`config.mk`:
```
export PLATFORM = sky130hd
export DESIGN_NAME = ede_dma_engine
export DESIGN_NICKNAME = d
export VERILOG_FILES = /design/src/verilog/ede_pkg.sv /design/src/verilog/ede_desc_if.sv /design/src/verilog/ede_dma_engine.sv /design/src/verilog/ede_tx_decode.sv /design/src/verilog/ede_rx_gate.sv
export SDC_FILE = /design/constraint.sdc
export NUM_CORES = 1
export LEC_CHECK = 0
export BUFFER_PORTS_ARGS = -buffer_cell sky130_fd_sc_hd__buf_2
export CAP_MARGIN = 25
export CORE_ASPECT_RATIO = 1.2
export CORE_MARGIN = 5
export CORE_UTILIZATION = 35
export DETAILED_ROUTE_END_ITERATION = 8
export PLACE_DENSITY_LB_ADDON = 0.3
export SLEW_MARGIN = 20
export SYNTH_ARGS = -nofsm -noshare
export SYNTH_HDL_FRONTEND = slang
export SYNTH_HIERARCHICAL = 1
export SYNTH_SLANG_ARGS = --single-unit
```
`constraint.sdc`:
```
create_clock -name clk -period 16.25 [get_ports clk]
set_input_delay 0.8125 -clock clk [delete_from_list [all_inputs] [get_ports clk]]
set_output_delay 0.8125 -clock clk [all_outputs]
set_load 0.01 [all_outputs]
```
`src/verilog/ede_pkg.sv`:
```
// shared constants for the ethernet descriptor dma engine
// assumes 32-bit host memory words and 16-byte descriptors
package ede_pkg;
  // register port
  localparam int REG_AW = 8;
  localparam logic [7:0] REG_CTRL    = 8'h00;
  localparam logic [7:0] REG_RX_POLL = 8'h04;
  localparam logic [7:0] REG_TX_POLL = 8'h08;
  localparam logic [7:0] REG_TX_BASE = 8'h0C;
  localparam logic [7:0] REG_RX_BASE = 8'h10;
  localparam logic [7:0] REG_STATUS  = 8'h14;
  localparam logic [7:0] REG_MISSED  = 8'h18;
  // control bits in dma_operation_mode_reg
  localparam int C_RX_START  = 0;
  localparam int C_FLUSH_DIS = 1;
  localparam int C_STORE_FWD = 2;
  localparam int C_TX_START  = 3;
  localparam int C_THR_LSB   = 8;
  localparam int THR_W       = 12;
  // status bits
  localparam int S_RBU     = 0;
  localparam int S_RX_SUSP = 1;
  localparam int S_TX_BUSY = 2;
  // reset values
  localparam logic [31:0] CTRL_RST = 32'h0000_4000;
  localparam logic [31:0] BASE_RST = 32'h0000_0000;
  // descriptor word offsets and stride
  localparam logic [31:0] OFS_W1      = 32'h0000_0004;
  localparam logic [31:0] OFS_W2      = 32'h0000_0008;
  localparam logic [31:0] OFS_W3      = 32'h0000_000C;
  localparam logic [31:0] DESC_STRIDE = 32'h0000_0010;
  // descriptor field positions
  localparam int B_OWN   = 31;
  localparam int B_LS    = 29;
  localparam int B_TSEN  = 25;
  localparam int B_EOR   = 21;
  localparam int B_CHAIN = 20;
  localparam int B_SIZE1 = 0;
  localparam int B_SIZE2 = 16;
  localparam int SIZE_W  = 13;

  function automatic logic [SIZE_W-1:0] size_field(input logic [31:0] w,
                                                   input int lsb);
    return w[lsb +: SIZE_W];
  endfunction
endpackage

```
`src/verilog/ede_desc_if.sv`:
```
// transmit descriptor words and their decoded fields
// assumes one holder writes the words and one decoder reads them
`timescale 1ns/1ps
`default_nettype none
interface ede_desc_if;
  logic [31:0] w0;
  logic [31:0] w1;
  logic [31:0] w2;
  logic [31:0] w3;
  logic        own;
  logic        chain;
  logic        eor;
  logic        last;
  logic        ts_req;
  logic [12:0] size1;
  logic [12:0] size2;
  logic        use_buf1;
  logic        use_buf2;
  modport holder (output w0, w1, w2, w3,
                  input own, chain, eor, last, ts_req, size1, size2,
                  input use_buf1, use_buf2);
  modport decoder (input w0, w1,
                   output own, chain, eor, last, ts_req, size1, size2,
                   output use_buf1, use_buf2);
endinterface
`default_nettype wire

```
`src/verilog/ede_dma_engine.sv`:
```
// ethernet descriptor dma: transmit descriptor walk, receive fetch
// assumes memory answers each held request with a one-cycle mem_ack
//
// How it works
// - zero buffer one size skips that buffer
// - buffer two size ignored when chained
// - word 2 is buffer one address, any alignment
// - last segment timestamp low goes to word 2
// - last segment timestamp high goes to word 3
// - word 3 is buffer two or next descriptor
// - receive fetches one descriptor ahead after each close
// - fetch on poll demand and receive start
// - fetch on buffer full, suspend, unclosed frame
// - forward on threshold plus filter, or whole frame
// - new frame while suspended rereads current descriptor
// - host owned: drop head frame, count missed
// - flush disabled: keep frame, flag, suspend again
// - ownership bit 31, cleared when done
// - chain bit 20 selects next transmit descriptor address unless end of ring; receive steps 16 bytes
// - bit 29 marks last segment for timestamps
`timescale 1ns/1ps
`default_nettype none
module ede_dma_engine (
  // clock and reset
  input  wire logic                      clk,
  input  wire logic                      reset,
  // register port
  input  wire logic [ede_pkg::REG_AW-1:0] reg_addr,
  input  wire logic [31:0]               reg_wdata,
  input  wire logic                      reg_wr,
  input  wire logic                      reg_rd,
  output logic [31:0]                    reg_rdata,
  // host memory
  output logic                           mem_req,
  output logic                           mem_we,
  output logic [31:0]                    mem_addr,
  output logic [31:0]                    mem_wdata,
  input  wire logic                      mem_ack,
  input  wire logic [31:0]               mem_rdata,
  // mac transmit side
  output logic                           tx_buf_valid,
  output logic [31:0]                    tx_buf_addr,
  output logic [12:0]                    tx_buf_len,
  input  wire logic                      tx_buf_ready,
  input  wire logic                      tx_ts_valid,
  input  wire logic [63:0]               tx_ts,
  // mac receive side
  input  wire logic                      rx_new_frame,
  input  wire logic [ede_pkg::THR_W-1:0] rx_head_bytes,
  input  wire logic                      rx_head_complete,
  input  wire logic                      rx_head_addr_pass,
  input  wire logic [7:0]                rx_fifo_frames,
  input  wire logic                      rx_buf_full,
  input  wire logic                      rx_frame_end,
  input  wire logic                      rx_desc_closed,
  output logic                           rx_xfer_en,
  output logic                           rx_drop,
  output logic [31:0]                    rx_desc_addr
);
  import ede_pkg::*;

  typedef enum logic [3:0] {TX_IDLE, TX_RD0, TX_RD1, TX_RD2, TX_RD3,
                            TX_BUF1, TX_BUF2, TX_TS, TX_WRL, TX_WRH,
                            TX_WR0, TX_NEXT} ede_tx_state_t;
  typedef enum logic [2:0] {RX_OFF, RX_FETCH, RX_READY, RX_CLOSE,
                            RX_SUSP, RX_DROP} ede_rx_state_t;

  ede_tx_state_t tx_state;
  ede_rx_state_t rx_state;
  logic [31:0]   ctrl;
  logic [31:0]   tx_base;
  logic [31:0]   rx_base;
  logic          tx_poll;
  logic          rx_poll;
  logic          rbu;
  logic [15:0]   missed;
  logic          tx_start_q;
  logic [31:0]   tx_cur;
  logic [63:0]   ts_lat;
  logic [31:0]   rx_w0;
  logic          rx_reread;
  logic          mem_busy;
  logic          owner_rx;
  logic          tx_mem;
  logic          tx_we;
  logic [31:0]   tx_maddr;
  logic [31:0]   tx_mdata;
  logic          rx_mem;
  logic          tx_ack;
  logic          rx_ack;
  logic          fwd_ok;
  logic [31:0]   status_word;

  ede_desc_if d ();

  ede_tx_decode u_dec (
    .d (d.decoder)
  );

  ede_rx_gate u_gate (
    .store_fwd      (ctrl[C_STORE_FWD]),
    .threshold      (ctrl[C_THR_LSB +: THR_W]),
    .head_bytes     (rx_head_bytes),
    .head_complete  (rx_head_complete),
    .head_addr_pass (rx_head_addr_pass),
    .fwd_ok         (fwd_ok)
  );

  wire rx_start  = ctrl[C_RX_START];
  wire flush_dis = ctrl[C_FLUSH_DIS];
  wire tx_start  = ctrl[C_TX_START];
  wire wr_hit_rx_poll = reg_wr && reg_addr == REG_RX_POLL;
  wire wr_hit_tx_poll = reg_wr && reg_addr == REG_TX_POLL;

  // software registers
  always_ff @(posedge clk or posedge reset)
  begin
    if (reset)
    begin
      ctrl    <= CTRL_RST;
      tx_base <= BASE_RST;
      rx_base <= BASE_RST;
    end
    else if (reg_wr)
    begin
      case (reg_addr)
        REG_CTRL:    ctrl    <= reg_wdata;
        REG_TX_BASE: tx_base <= reg_wdata;
        REG_RX_BASE: rx_base <= reg_wdata;
        default:     ;
      endcase
    end
  end

  // poll demands: a write landing on the clearing cycle is kept
  always_ff @(posedge clk or posedge reset)
  begin
    if (reset)
    begin
      rx_poll    <= 1'b0;
      tx_poll    <= 1'b0;
      tx_start_q <= 1'b0;
    end
    else
    begin
      tx_start_q <= tx_start;
      if (wr_hit_rx_poll)
        rx_poll <= 1'b1;
      else if (rx_state == RX_FETCH)
        rx_poll <= 1'b0;
      if (wr_hit_tx_poll)
        tx_poll <= 1'b1;
      else if (tx_state == TX_RD0)
        tx_poll <= 1'b0;
    end
  end

  // buffer-unavailable flag, write one to clear, set wins
  wire rbu_set = rx_ack && !mem_rdata[B_OWN] &&
                 !(rx_reread && !flush_dis);
  always_ff @(posedge clk or posedge reset)
  begin
    if (reset)
      rbu <= 1'b0;
    else if (rbu_set)
      rbu <= 1'b1;
    else if (reg_wr && reg_addr == REG_STATUS && reg_wdata[S_RBU])
      rbu <= 1'b0;
  end

  always_ff @(posedge clk or posedge reset)
  begin
    if (reset)
      missed <= 16'h0000;
    else if (rx_state == RX_DROP)
      missed <= missed + 16'h0001;
  end

  always_comb
  begin
    status_word = 32'h0000_0000;
    status_word[S_RBU]     = rbu;
    status_word[S_RX_SUSP] = rx_state == RX_SUSP;
    status_word[S_TX_BUSY] = tx_state != TX_IDLE;
  end

  // read data stands only in the cycle after the strobe
  always_ff @(posedge clk or posedge reset)
  begin
    if (reset)
      reg_rdata <= 32'h0000_0000;
    else if (reg_rd)
    begin
      case (reg_addr)
        REG_CTRL:    reg_rdata <= ctrl;
        REG_TX_BASE: reg_rdata <= tx_base;
        REG_RX_BASE: reg_rdata <= rx_base;
        REG_STATUS:  reg_rdata <= status_word;
        REG_MISSED:  reg_rdata <= {16'h0000, missed};
        default:     reg_rdata <= 32'h0000_0000;
      endcase
    end
    else
      reg_rdata <= 32'h0000_0000;
  end

  // transmit memory request; word 1 is never a write target
  always_comb
  begin
    tx_mem   = 1'b1;
    tx_we    = 1'b0;
    tx_maddr = tx_cur;
    tx_mdata = d.w0 & ~(32'h0000_0001 << B_OWN);
    case (tx_state)
      TX_RD0: ;
      TX_RD1: tx_maddr = tx_cur + OFS_W1;
      TX_RD2: tx_maddr = tx_cur + OFS_W2;
      TX_RD3: tx_maddr = tx_cur + OFS_W3;
      TX_WRL:
      begin
        tx_we    = 1'b1;
        tx_maddr = tx_cur + OFS_W2;
        tx_mdata = ts_lat[31:0];
      end
      TX_WRH:
      begin
        tx_we    = 1'b1;
        tx_maddr = tx_cur + OFS_W3;
        tx_mdata = ts_lat[63:32];
      end
      TX_WR0: tx_we = 1'b1;
      default: tx_mem = 1'b0;
    endcase
  end

  assign rx_mem = rx_state == RX_FETCH || rx_state == RX_CLOSE;
  assign tx_ack = mem_busy && mem_ack && !owner_rx;
  assign rx_ack = mem_busy && mem_ack && owner_rx;
  assign mem_req = mem_busy;

  // one request at a time, turns alternate when both wait
  always_ff @(posedge clk or posedge reset)
  begin
    if (reset)
    begin
      mem_busy  <= 1'b0;
      owner_rx  <= 1'b0;
      mem_we    <= 1'b0;
      mem_addr  <= 32'h0000_0000;
      mem_wdata <= 32'h0000_0000;
    end
    else if (!mem_busy)
    begin
      if (tx_mem && (!rx_mem || owner_rx))
      begin
        mem_busy  <= 1'b1;
        owner_rx  <= 1'b0;
        mem_we    <= tx_we;
        mem_addr  <= tx_maddr;
        mem_wdata <= tx_mdata;
      end
      else if (rx_mem)
      begin
        mem_busy  <= 1'b1;
        owner_rx  <= 1'b1;
        mem_we    <= rx_state == RX_CLOSE;
        mem_addr  <= rx_cur_addr();
        mem_wdata <= rx_w0 & ~(32'h0000_0001 << B_OWN);
      end
    end
    else if (mem_ack)
      mem_busy <= 1'b0;
  end

  function automatic logic [31:0] rx_cur_addr();
    return rx_desc_addr;
  endfunction

  assign tx_buf_valid = tx_state == TX_BUF1 || tx_state == TX_BUF2;

  // transmit descriptor walk
  always_ff @(posedge clk or posedge reset)
  begin
    if (reset)
    begin
      tx_state    <= TX_IDLE;
      tx_cur      <= BASE_RST;
      ts_lat      <= 64'h0000_0000_0000_0000;
      tx_buf_addr <= 32'h0000_0000;
      tx_buf_len  <= 13'h0000;
      d.w0        <= 32'h0000_0000;
      d.w1        <= 32'h0000_0000;
      d.w2        <= 32'h0000_0000;
      d.w3        <= 32'h0000_0000;
    end
    else
    begin
      case (tx_state)
        TX_IDLE:
        begin
          if (tx_start && !tx_start_q)
            tx_cur <= tx_base;
          if (tx_start && (tx_poll || !tx_start_q))
            tx_state <= TX_RD0;
        end
        TX_RD0:
          if (tx_ack)
          begin
            d.w0 <= mem_rdata;
            // host-owned descriptor suspends until the next poll
            tx_state <= mem_rdata[B_OWN] ? TX_RD1 : TX_IDLE;
          end
        TX_RD1:
          if (tx_ack)
          begin
            d.w1     <= mem_rdata;
            tx_state <= TX_RD2;
          end
        TX_RD2:
          if (tx_ack)
          begin
            d.w2     <= mem_rdata;
            tx_state <= TX_RD3;
          end
        TX_RD3:
          if (tx_ack)
          begin
            d.w3 <= mem_rdata;
            if (d.use_buf1)
            begin
              tx_state    <= TX_BUF1;
              tx_buf_addr <= d.w2;
              tx_buf_len  <= d.size1;
            end
            else if (d.use_buf2)
            begin
              tx_state    <= TX_BUF2;
              tx_buf_addr <= mem_rdata;
              tx_buf_len  <= d.size2;
            end
            else
              tx_state <= d.ts_req ? TX_TS : TX_WR0;
          end
        TX_BUF1:
          if (tx_buf_ready)
          begin
            if (d.use_buf2)
            begin
              tx_state    <= TX_BUF2;
              tx_buf_addr <= d.w3;
              tx_buf_len  <= d.size2;
            end
            else
              tx_state <= d.ts_req ? TX_TS : TX_WR0;
          end
        TX_BUF2:
          if (tx_buf_ready)
            tx_state <= d.ts_req ? TX_TS : TX_WR0;
        TX_TS:
          if (tx_ts_valid)
          begin
            ts_lat   <= tx_ts;
            tx_state <= TX_WRL;
          end
        TX_WRL:
          if (tx_ack)
            tx_state <= TX_WRH;
        TX_WRH:
          if (tx_ack)
            tx_state <= TX_WR0;
        TX_WR0:
          if (tx_ack)
            tx_state <= TX_NEXT;
        TX_NEXT:
        begin
          // end of ring outranks chaining; pointer taken as given
          if (d.eor)
            tx_cur <= tx_base;
          else if (d.chain)
            tx_cur <= d.w3;
          else
            tx_cur <= tx_cur + DESC_STRIDE;
          tx_state <= tx_start ? TX_RD0 : TX_IDLE;
        end
        default: tx_state <= TX_IDLE;
      endcase
    end
  end

  assign rx_xfer_en = fwd_ok && rx_state == RX_READY;
  assign rx_drop    = rx_state == RX_DROP;

  // receive descriptor fetch and suspend handling
  always_ff @(posedge clk or posedge reset)
  begin
    if (reset)
    begin
      rx_state     <= RX_OFF;
      rx_desc_addr <= BASE_RST;
      rx_w0        <= 32'h0000_0000;
      rx_reread    <= 1'b0;
    end
    else
    begin
      case (rx_state)
        RX_OFF:
          if (rx_start)
          begin
            rx_state     <= RX_FETCH;
            rx_desc_addr <= rx_base;
            rx_reread    <= 1'b0;
          end
        RX_FETCH:
          if (rx_ack)
          begin
            rx_w0 <= mem_rdata;
            if (mem_rdata[B_OWN])
              rx_state <= RX_READY;
            else if (rx_reread && !flush_dis)
              rx_state <= RX_DROP;
            else
              rx_state <= RX_SUSP;
          end
        RX_READY:
          if (!rx_start)
            rx_state <= RX_OFF;
          else if (rx_buf_full || (rx_frame_end && rx_desc_closed))
            rx_state <= RX_CLOSE;
          else if (rx_frame_end || rx_poll)
            rx_state <= RX_FETCH;
        RX_CLOSE:
          if (rx_ack)
          begin
            // hand back and look one descriptor ahead
            rx_desc_addr <= rx_desc_addr + DESC_STRIDE;
            rx_reread    <= 1'b0;
            rx_state     <= RX_FETCH;
          end
        RX_SUSP:
          if (!rx_start)
            rx_state <= RX_OFF;
          else if (rx_new_frame)
          begin
            rx_reread <= 1'b1;
            rx_state  <= RX_FETCH;
          end
          else if (rx_poll)
          begin
            rx_reread <= 1'b0;
            rx_state  <= RX_FETCH;
          end
        RX_DROP:
          // the dropped frame still counts in this cycle
          rx_state <= (rx_fifo_frames > 8'h01) ? RX_FETCH : RX_SUSP;
        default: rx_state <= RX_OFF;
      endcase
    end
  end
endmodule
`default_nettype wire

```
`src/verilog/ede_tx_decode.sv`:
```
// decodes transmit descriptor words 0 and 1
// assumes the words are held stable by the transmit state machine
`timescale 1ns/1ps
`default_nettype none
module ede_tx_decode (
  // descriptor words in, fields out
  ede_desc_if.decoder d
);
  import ede_pkg::*;

  assign d.own    = d.w0[B_OWN];
  assign d.chain  = d.w0[B_CHAIN];
  assign d.eor    = d.w0[B_EOR];
  assign d.last   = d.w0[B_LS];
  assign d.ts_req = d.w0[B_LS] & d.w0[B_TSEN];
  // reserved bits of word 1 are never looked at
  assign d.size1  = size_field(d.w1, B_SIZE1);
  assign d.size2  = size_field(d.w1, B_SIZE2);
  assign d.use_buf1 = d.size1 != 13'h0000;
  // a chained descriptor has no second buffer
  assign d.use_buf2 = !d.w0[B_CHAIN] && d.size2 != 13'h0000;
endmodule
`default_nettype wire

```
`src/verilog/ede_rx_gate.sv`:
```
// decides when the head frame of the receive fifo may go to memory
// assumes fifo status inputs are synchronous to the engine clock
`timescale 1ns/1ps
`default_nettype none
module ede_rx_gate (
  // mode
  input  wire logic                     store_fwd,
  input  wire logic [ede_pkg::THR_W-1:0] threshold,
  // receive fifo head frame
  input  wire logic [ede_pkg::THR_W-1:0] head_bytes,
  input  wire logic                     head_complete,
  input  wire logic                     head_addr_pass,
  // decision
  output logic                          fwd_ok
);
  import ede_pkg::*;

  // cut-through needs both the byte threshold and a filter pass
  assign fwd_ok = store_fwd ? head_complete
                            : (head_bytes >= threshold) && head_addr_pass;
endmodule
`default_nettype wire

```
Yosys cells after proc, flatten, opt, wreduce, memory -nomap -nowiden
Index checks and enable logic that the tools add are counted.
Widths: inputs -> output; s select.
{"block": "classes", "n_addsub": 6, "multipliers": 0, "div": 0, "order_cmp": 2, "eq_ne": 43, "shift": 0, "n_mux": 79, "bitwise_logic": 2, "reduce_logical": 65}
{"op": "$mux 32", "n": 15}
{"op": "$pmux 32 s2", "n": 4}
{"op": "$pmux 32 s5", "n": 1}
{"op": "$pmux 32 s3", "n": 1}
{"op": "$add 32x4->32 const B", "n": 2}
{"op": "$add 32x5->32 const B", "n": 2}
{"op": "$mux 4", "n": 14}
{"op": "$mux 13", "n": 4}
{"op": "$pmux 4 s12", "n": 1}
{"op": "$ne 2x2->1 const B", "n": 17}
{"op": "$mux 3", "n": 11}
{"op": "$add 32x3->32 const B", "n": 1}
{"op": "$pmux 13 s2", "n": 1}
{"op": "$reduce_bool 13->1", "n": 2}
{"op": "$eq 8x5->1 const B", "n": 3}
{"op": "$mux 1", "n": 24}
{"op": "$reduce_and 2->1", "n": 11}
{"op": "$pmux 3 s6", "n": 1}
{"op": "$logic_and 1x1->1", "n": 17}
{"op": "$add 16x1->16 const B", "n": 1}
{"op": "$eq 4x3->1 const B", "n": 4}
{"op": "$eq 4x4->1 const B", "n": 4}
{"op": "$eq 8x4->1 const B", "n": 2}
{"op": "$reduce_and 5->1", "n": 3}
{"op": "other kinds (28)", "n": 51}
{"block": "totals", "ff_bits": 551, "latchBits": 0, "ramBits": 0, "rom_bits": 0, "input_bits": 169, "output_inout_bits": 178, "elab_cells": 224, "memories": 0}

Longest topological paths before layout
{"block": "depth", "depth_word": 7, "depth_mapped": 14, "depth_no_buf": 11}

Modules after synthesis
Netlist, hierarchy kept.
{"module": "ede_dma_engine", "n_inst": 1, "cells_each": 2199, "area_per_inst_um2": 25298.0, "seq_area_each_um2": 13889.6}
{"module": "ede_rx_gate", "n_inst": 1, "cells_each": 43, "area_per_inst_um2": 319.1, "seq_area_each_um2": 0.0}
{"module": "ede_tx_decode", "n_inst": 1, "cells_each": 41, "area_per_inst_um2": 289.0, "seq_area_each_um2": 0.0}

Worst setup path after synthesis
No wires, ideal clock.
{"block": "synth_timing", "path_type": "register to register", "start": "reg tx_state[2]", "end": "reg mem_addr[16]", "setup_time_ps": 118, "arrival_ps": 3064, "t_required_ps": 16132, "setup_slack_ps": 13067, "path_stages_with_launch": 15, "n_path_buf": 3, "synth_period_minus_slack_ps": 3183, "path_cell_list": "dfrtp_1 -> buf_4 -> buf_2 -> nor2b_1 -> nand2_1 -> o21ai_0 -> inv_1 -> fa_1 -> or2_1 -> mux4_2 -> o22a_1 -> buf_6 -> o21ai_0 -> a31oi_1 -> a21o_1"}
{"block": "synth_between", "elab_chain_cells": 6, "word_cells_on_any_way": 16, "cone_classes": "eq/ne: 7; mux: 3; reduce/logical: 6"}
{"item": "start: declaration", "line": "ede_dma_engine.sv:68", "source": "ede_tx_state_t tx_state;"}
{"item": "start signal: assignment", "line": "ede_dma_engine.sv:311", "source": "tx_state <= mem_rdata[B_OWN] ? TX_RD1 : TX_IDLE;"}
{"item": "start signal: assignment", "line": "ede_dma_engine.sv:342", "source": "tx_state <= d.ts_req ? TX_TS : TX_WR0;"}
{"item": "start signal: assignment", "line": "ede_dma_engine.sv:354", "source": "tx_state <= d.ts_req ? TX_TS : TX_WR0;"}
{"item": "$eq 4x1->1 (tied with other cells)", "line": "ede_dma_engine.sv:214", "source": "case (tx_state)"}
{"item": "$reduce_or 7->1 (no source line)"}
{"item": "$mux 1", "line": "ede_dma_engine.sv:214"}
{"item": "$logic_and 1x1->1", "line": "ede_dma_engine.sv:254", "source": "if (tx_mem && (!rx_mem || owner_rx))"}
{"item": "$reduce_bool 2->1 (no source line)"}
{"item": "$reduce_and 2->1 (no source line)"}
{"item": "end signal: assignment", "line": "ede_dma_engine.sv:259", "source": "mem_addr <= tx_maddr;"}
{"item": "end signal: assignment", "line": "ede_dma_engine.sv:267", "source": "mem_addr <= rx_cur_addr();"}
{"item": "end: declaration", "line": "ede_dma_engine.sv:36", "source": "output logic [31:0] mem_addr,"}
Parallel ways exist; a longest one is shown, timed or not.
A chain may end at the register's enable or synchronous reset.

Worst setup path in the final report
Ends and elaborated chain as after synthesis.

==> impl_results.md <==
* Critical Path RT at 16.80 ns
* Setup ws final at 11.98 ns
* Critical path type: reg -> reg
* Number of vias per cell at 5.52
* Final nets at 2695
* DR vias at 19.3k
* Placed instance area at 27900 um2
* Share of layout cells above drive strength 1 at 0.322
* Post-detail-place hpwl at 59300 um
* Setup TNS at 0 ns
* Max_cap viols at 0
* Status: completed
* Die area at 78800 um2
* DRC at 0
* Design area at 29900 um2
* Crit path max fanout at 27
* Shortest period the worst path allows at 4.27 ns
* Clock Path Buffers at 3
* Crit path cell chain: nor2b_1 -> nand2_1 -> o21ai_0 -> inv_1 -> fa_1 -> or2_1 -> mux4_2 -> o22a_1 -> or3_1 -> a31oi_1 -> a21o_1
* CTS-repair resized insts at 0
* TritonCTS clock tree: built
* Syn avg cell area at 11.3 um2
* First-pass GRT wire length at 125000 um
* GR Util All Layers at 0.201
* Worst path slowest cell: dfrtp_1
* RSZ-0062 raised after global routing: false
* Skew-Pair Late Insertion Delay at 0.61 ns
* Cell area after synthesis at 25600 um2
* Reg clk slew, reported paths at 0.06 ns
* Clk sinks at 548
* Die H at 306 um
* Buffers added on ports at 345
* Fin crit share at 0.263
* Routability Congestion at 0.883
* Slew at the pin closest to its max-slew limit at 1.06 ns
* Ys Warns at 6
* Hold_buf cts at 0
* HP Class: in -> async
* Num CTS Buffers at 58
* Max incr delay on CP at 0.97 ns
* Row Count at 108
* I/O pin count at 347
* Largest net degree at the start of global routing at 186
* Setup bufs post-CTS at 0
* Vias in the first global route at 19.9k
* Max Clk Rate at 0.234 GHz
* Slew Limit Headroom at 0.291
* Final slew viol count at 0
* Average wire per standard cell at 23.5 um
* DRT Pass-1 Iters at 6
* Initial antenna violation count at 4
* Core area at 72400 um2
* DP Worst Slack at 12.03 ns
* Synthesized net count at 2454
* Initial Utilization at 0.354
* Pleak at 14.0 nW
* Die width at 257 um
* Synth-to-Final Area Change at 16.7%
* GRT overflow at 0
* Setup Viol. Count Final at 0
* Hold Fails Final Rpt at 0
* Crit end category: register
* Critical path startpoint category: register
* Crit path DAT at 4.82 ns
* IR drop worst, VDD at 0.120 mV
* CTS H-tree depth at 2
* Post-route ant nets at 0
* Cell area power density at 173 nW/um2
* Skew final at 0.0231 ns
* Total Power at 0.00519 W
* Detailed Route Iter0 Violations at 1491
* Synthesized instance count at 2267
* CTS Root Buffer Type: clkbuf_16
* DRT Wirelength at 81900 um
==> path summary, 6_finish.rpt <==
| path | start | to | slack (ns) | depth (start not counted) |
|---|---|---|---|---|
| min reg2reg | tx_buf_addr[12]$_DFFE_PP0P_ | tx_buf_addr[12]$_DFFE_PP0P_ | 0.47 | 2 |
| max in group asynchronous | reset | tx_base[21]$_DFFE_PP0P_ | 13.68 | 6 |
| min in group clk | tx_ts[13] | ts_lat[13]$_DFFE_PP0P_ | 0.43 | 2 |
| min | reset | tx_buf_addr[5]$_DFFE_PP0P_ | 0.35 | 2 |
| max reg2reg | tx_state[2]$_DFFE_PP0P_ | mem_addr[16]$_DFFE_PP0P_ | 11.98 | 11 |
| max | tx_state[2]$_DFFE_PP0P_ | mem_addr[16]$_DFFE_PP0P_ | 11.98 | 11 |
==> report_power, final <==
group	switching (W)	internal (W)	total [W]
clock	0.000552	0.000789	0.00134
sequential	0.000461	0.00183	0.00229
combinational	0.000847	0.000710	0.00156
==> per-layer routing <==
layer | wire [um] | vias to the layer above | GRT usage
li1 | - | 8724 | -
met1 | 34700 | 9803 | 0.264
met2 | 40400 | 644 | 0.346
met3 | 5350 | 102 | 0.0442
met4 | 1490 | 0 | 0.0401
met5 | 0 | - | 0
==> worst max-delay path, delay by kind of cell, from the launching register on <==
family	cells	cell delay [ns]
compound gates	4	0.93
fa+ha+maj	1	0.45
buf+inv	1	0.10
flops	1	0.97
mux	1	0.45
simple gates	4	1.31
==> metrics by stage <==
stage	hold slack (ns)	cells	util
finish	0.353	3490	0.413
global route	0.392	3487	0.413
CTS	0.381	3485	0.412
detailed placement	0.465	3381	0.386
global placement	0.466	3379	0.385
floorplan	0.419	2267	-
==> placed cells by master (no fill, tap or decap), drive strengths merged, types with 5 or more instances in the layout <==
cell type    n
nand2b      11
a21o         7
inv         29
mux2       322
o22ai       54
and4         8
nand2      151
nor2       151
a31oi       10
xnor2       37
a221oi       5
or3         10
nor4        12
o31ai        7
nand3       45
and3        19
nand4       22
a22oi       86
nor3        29
dfrtp      547
buf        376
o21ai      109
ha          17
nor2b        8
a221o       33
mux2i       49
clkbuf      93
nor4b        5
xor2        31
a211oi       8
a222oi      21
a21oi      172
==> registers in the layout, indices dropped and copies added, names as in the netlist, 16 cells and up <==
signal,cells
missed,16
d.w0,31
reg_rdata,32
mem_addr,32
tx_base,32
ctrl,32
rx_w0,31
ts_lat,64
d.w1,26
tx_cur,32
tx_buf_addr,32
rx_base,32
mem_wdata,32
rx_desc_addr,32
d.w3,32
d.w2,32
==> cell type report <==
type / instances / area, um2
sequential: 548 / 13700
timing repair buffer: 376 / 2050
antenna: 3 / 7.51
clock inverter: 11 / 141
clock buffer: 93 / 1770
fill: 6916 / 42500
inverter: 28 / 113
tap: 935 / 1170
multi-input combinational: 1496 / 10900
Note: power is estimated with default switching activity, not from simulation.
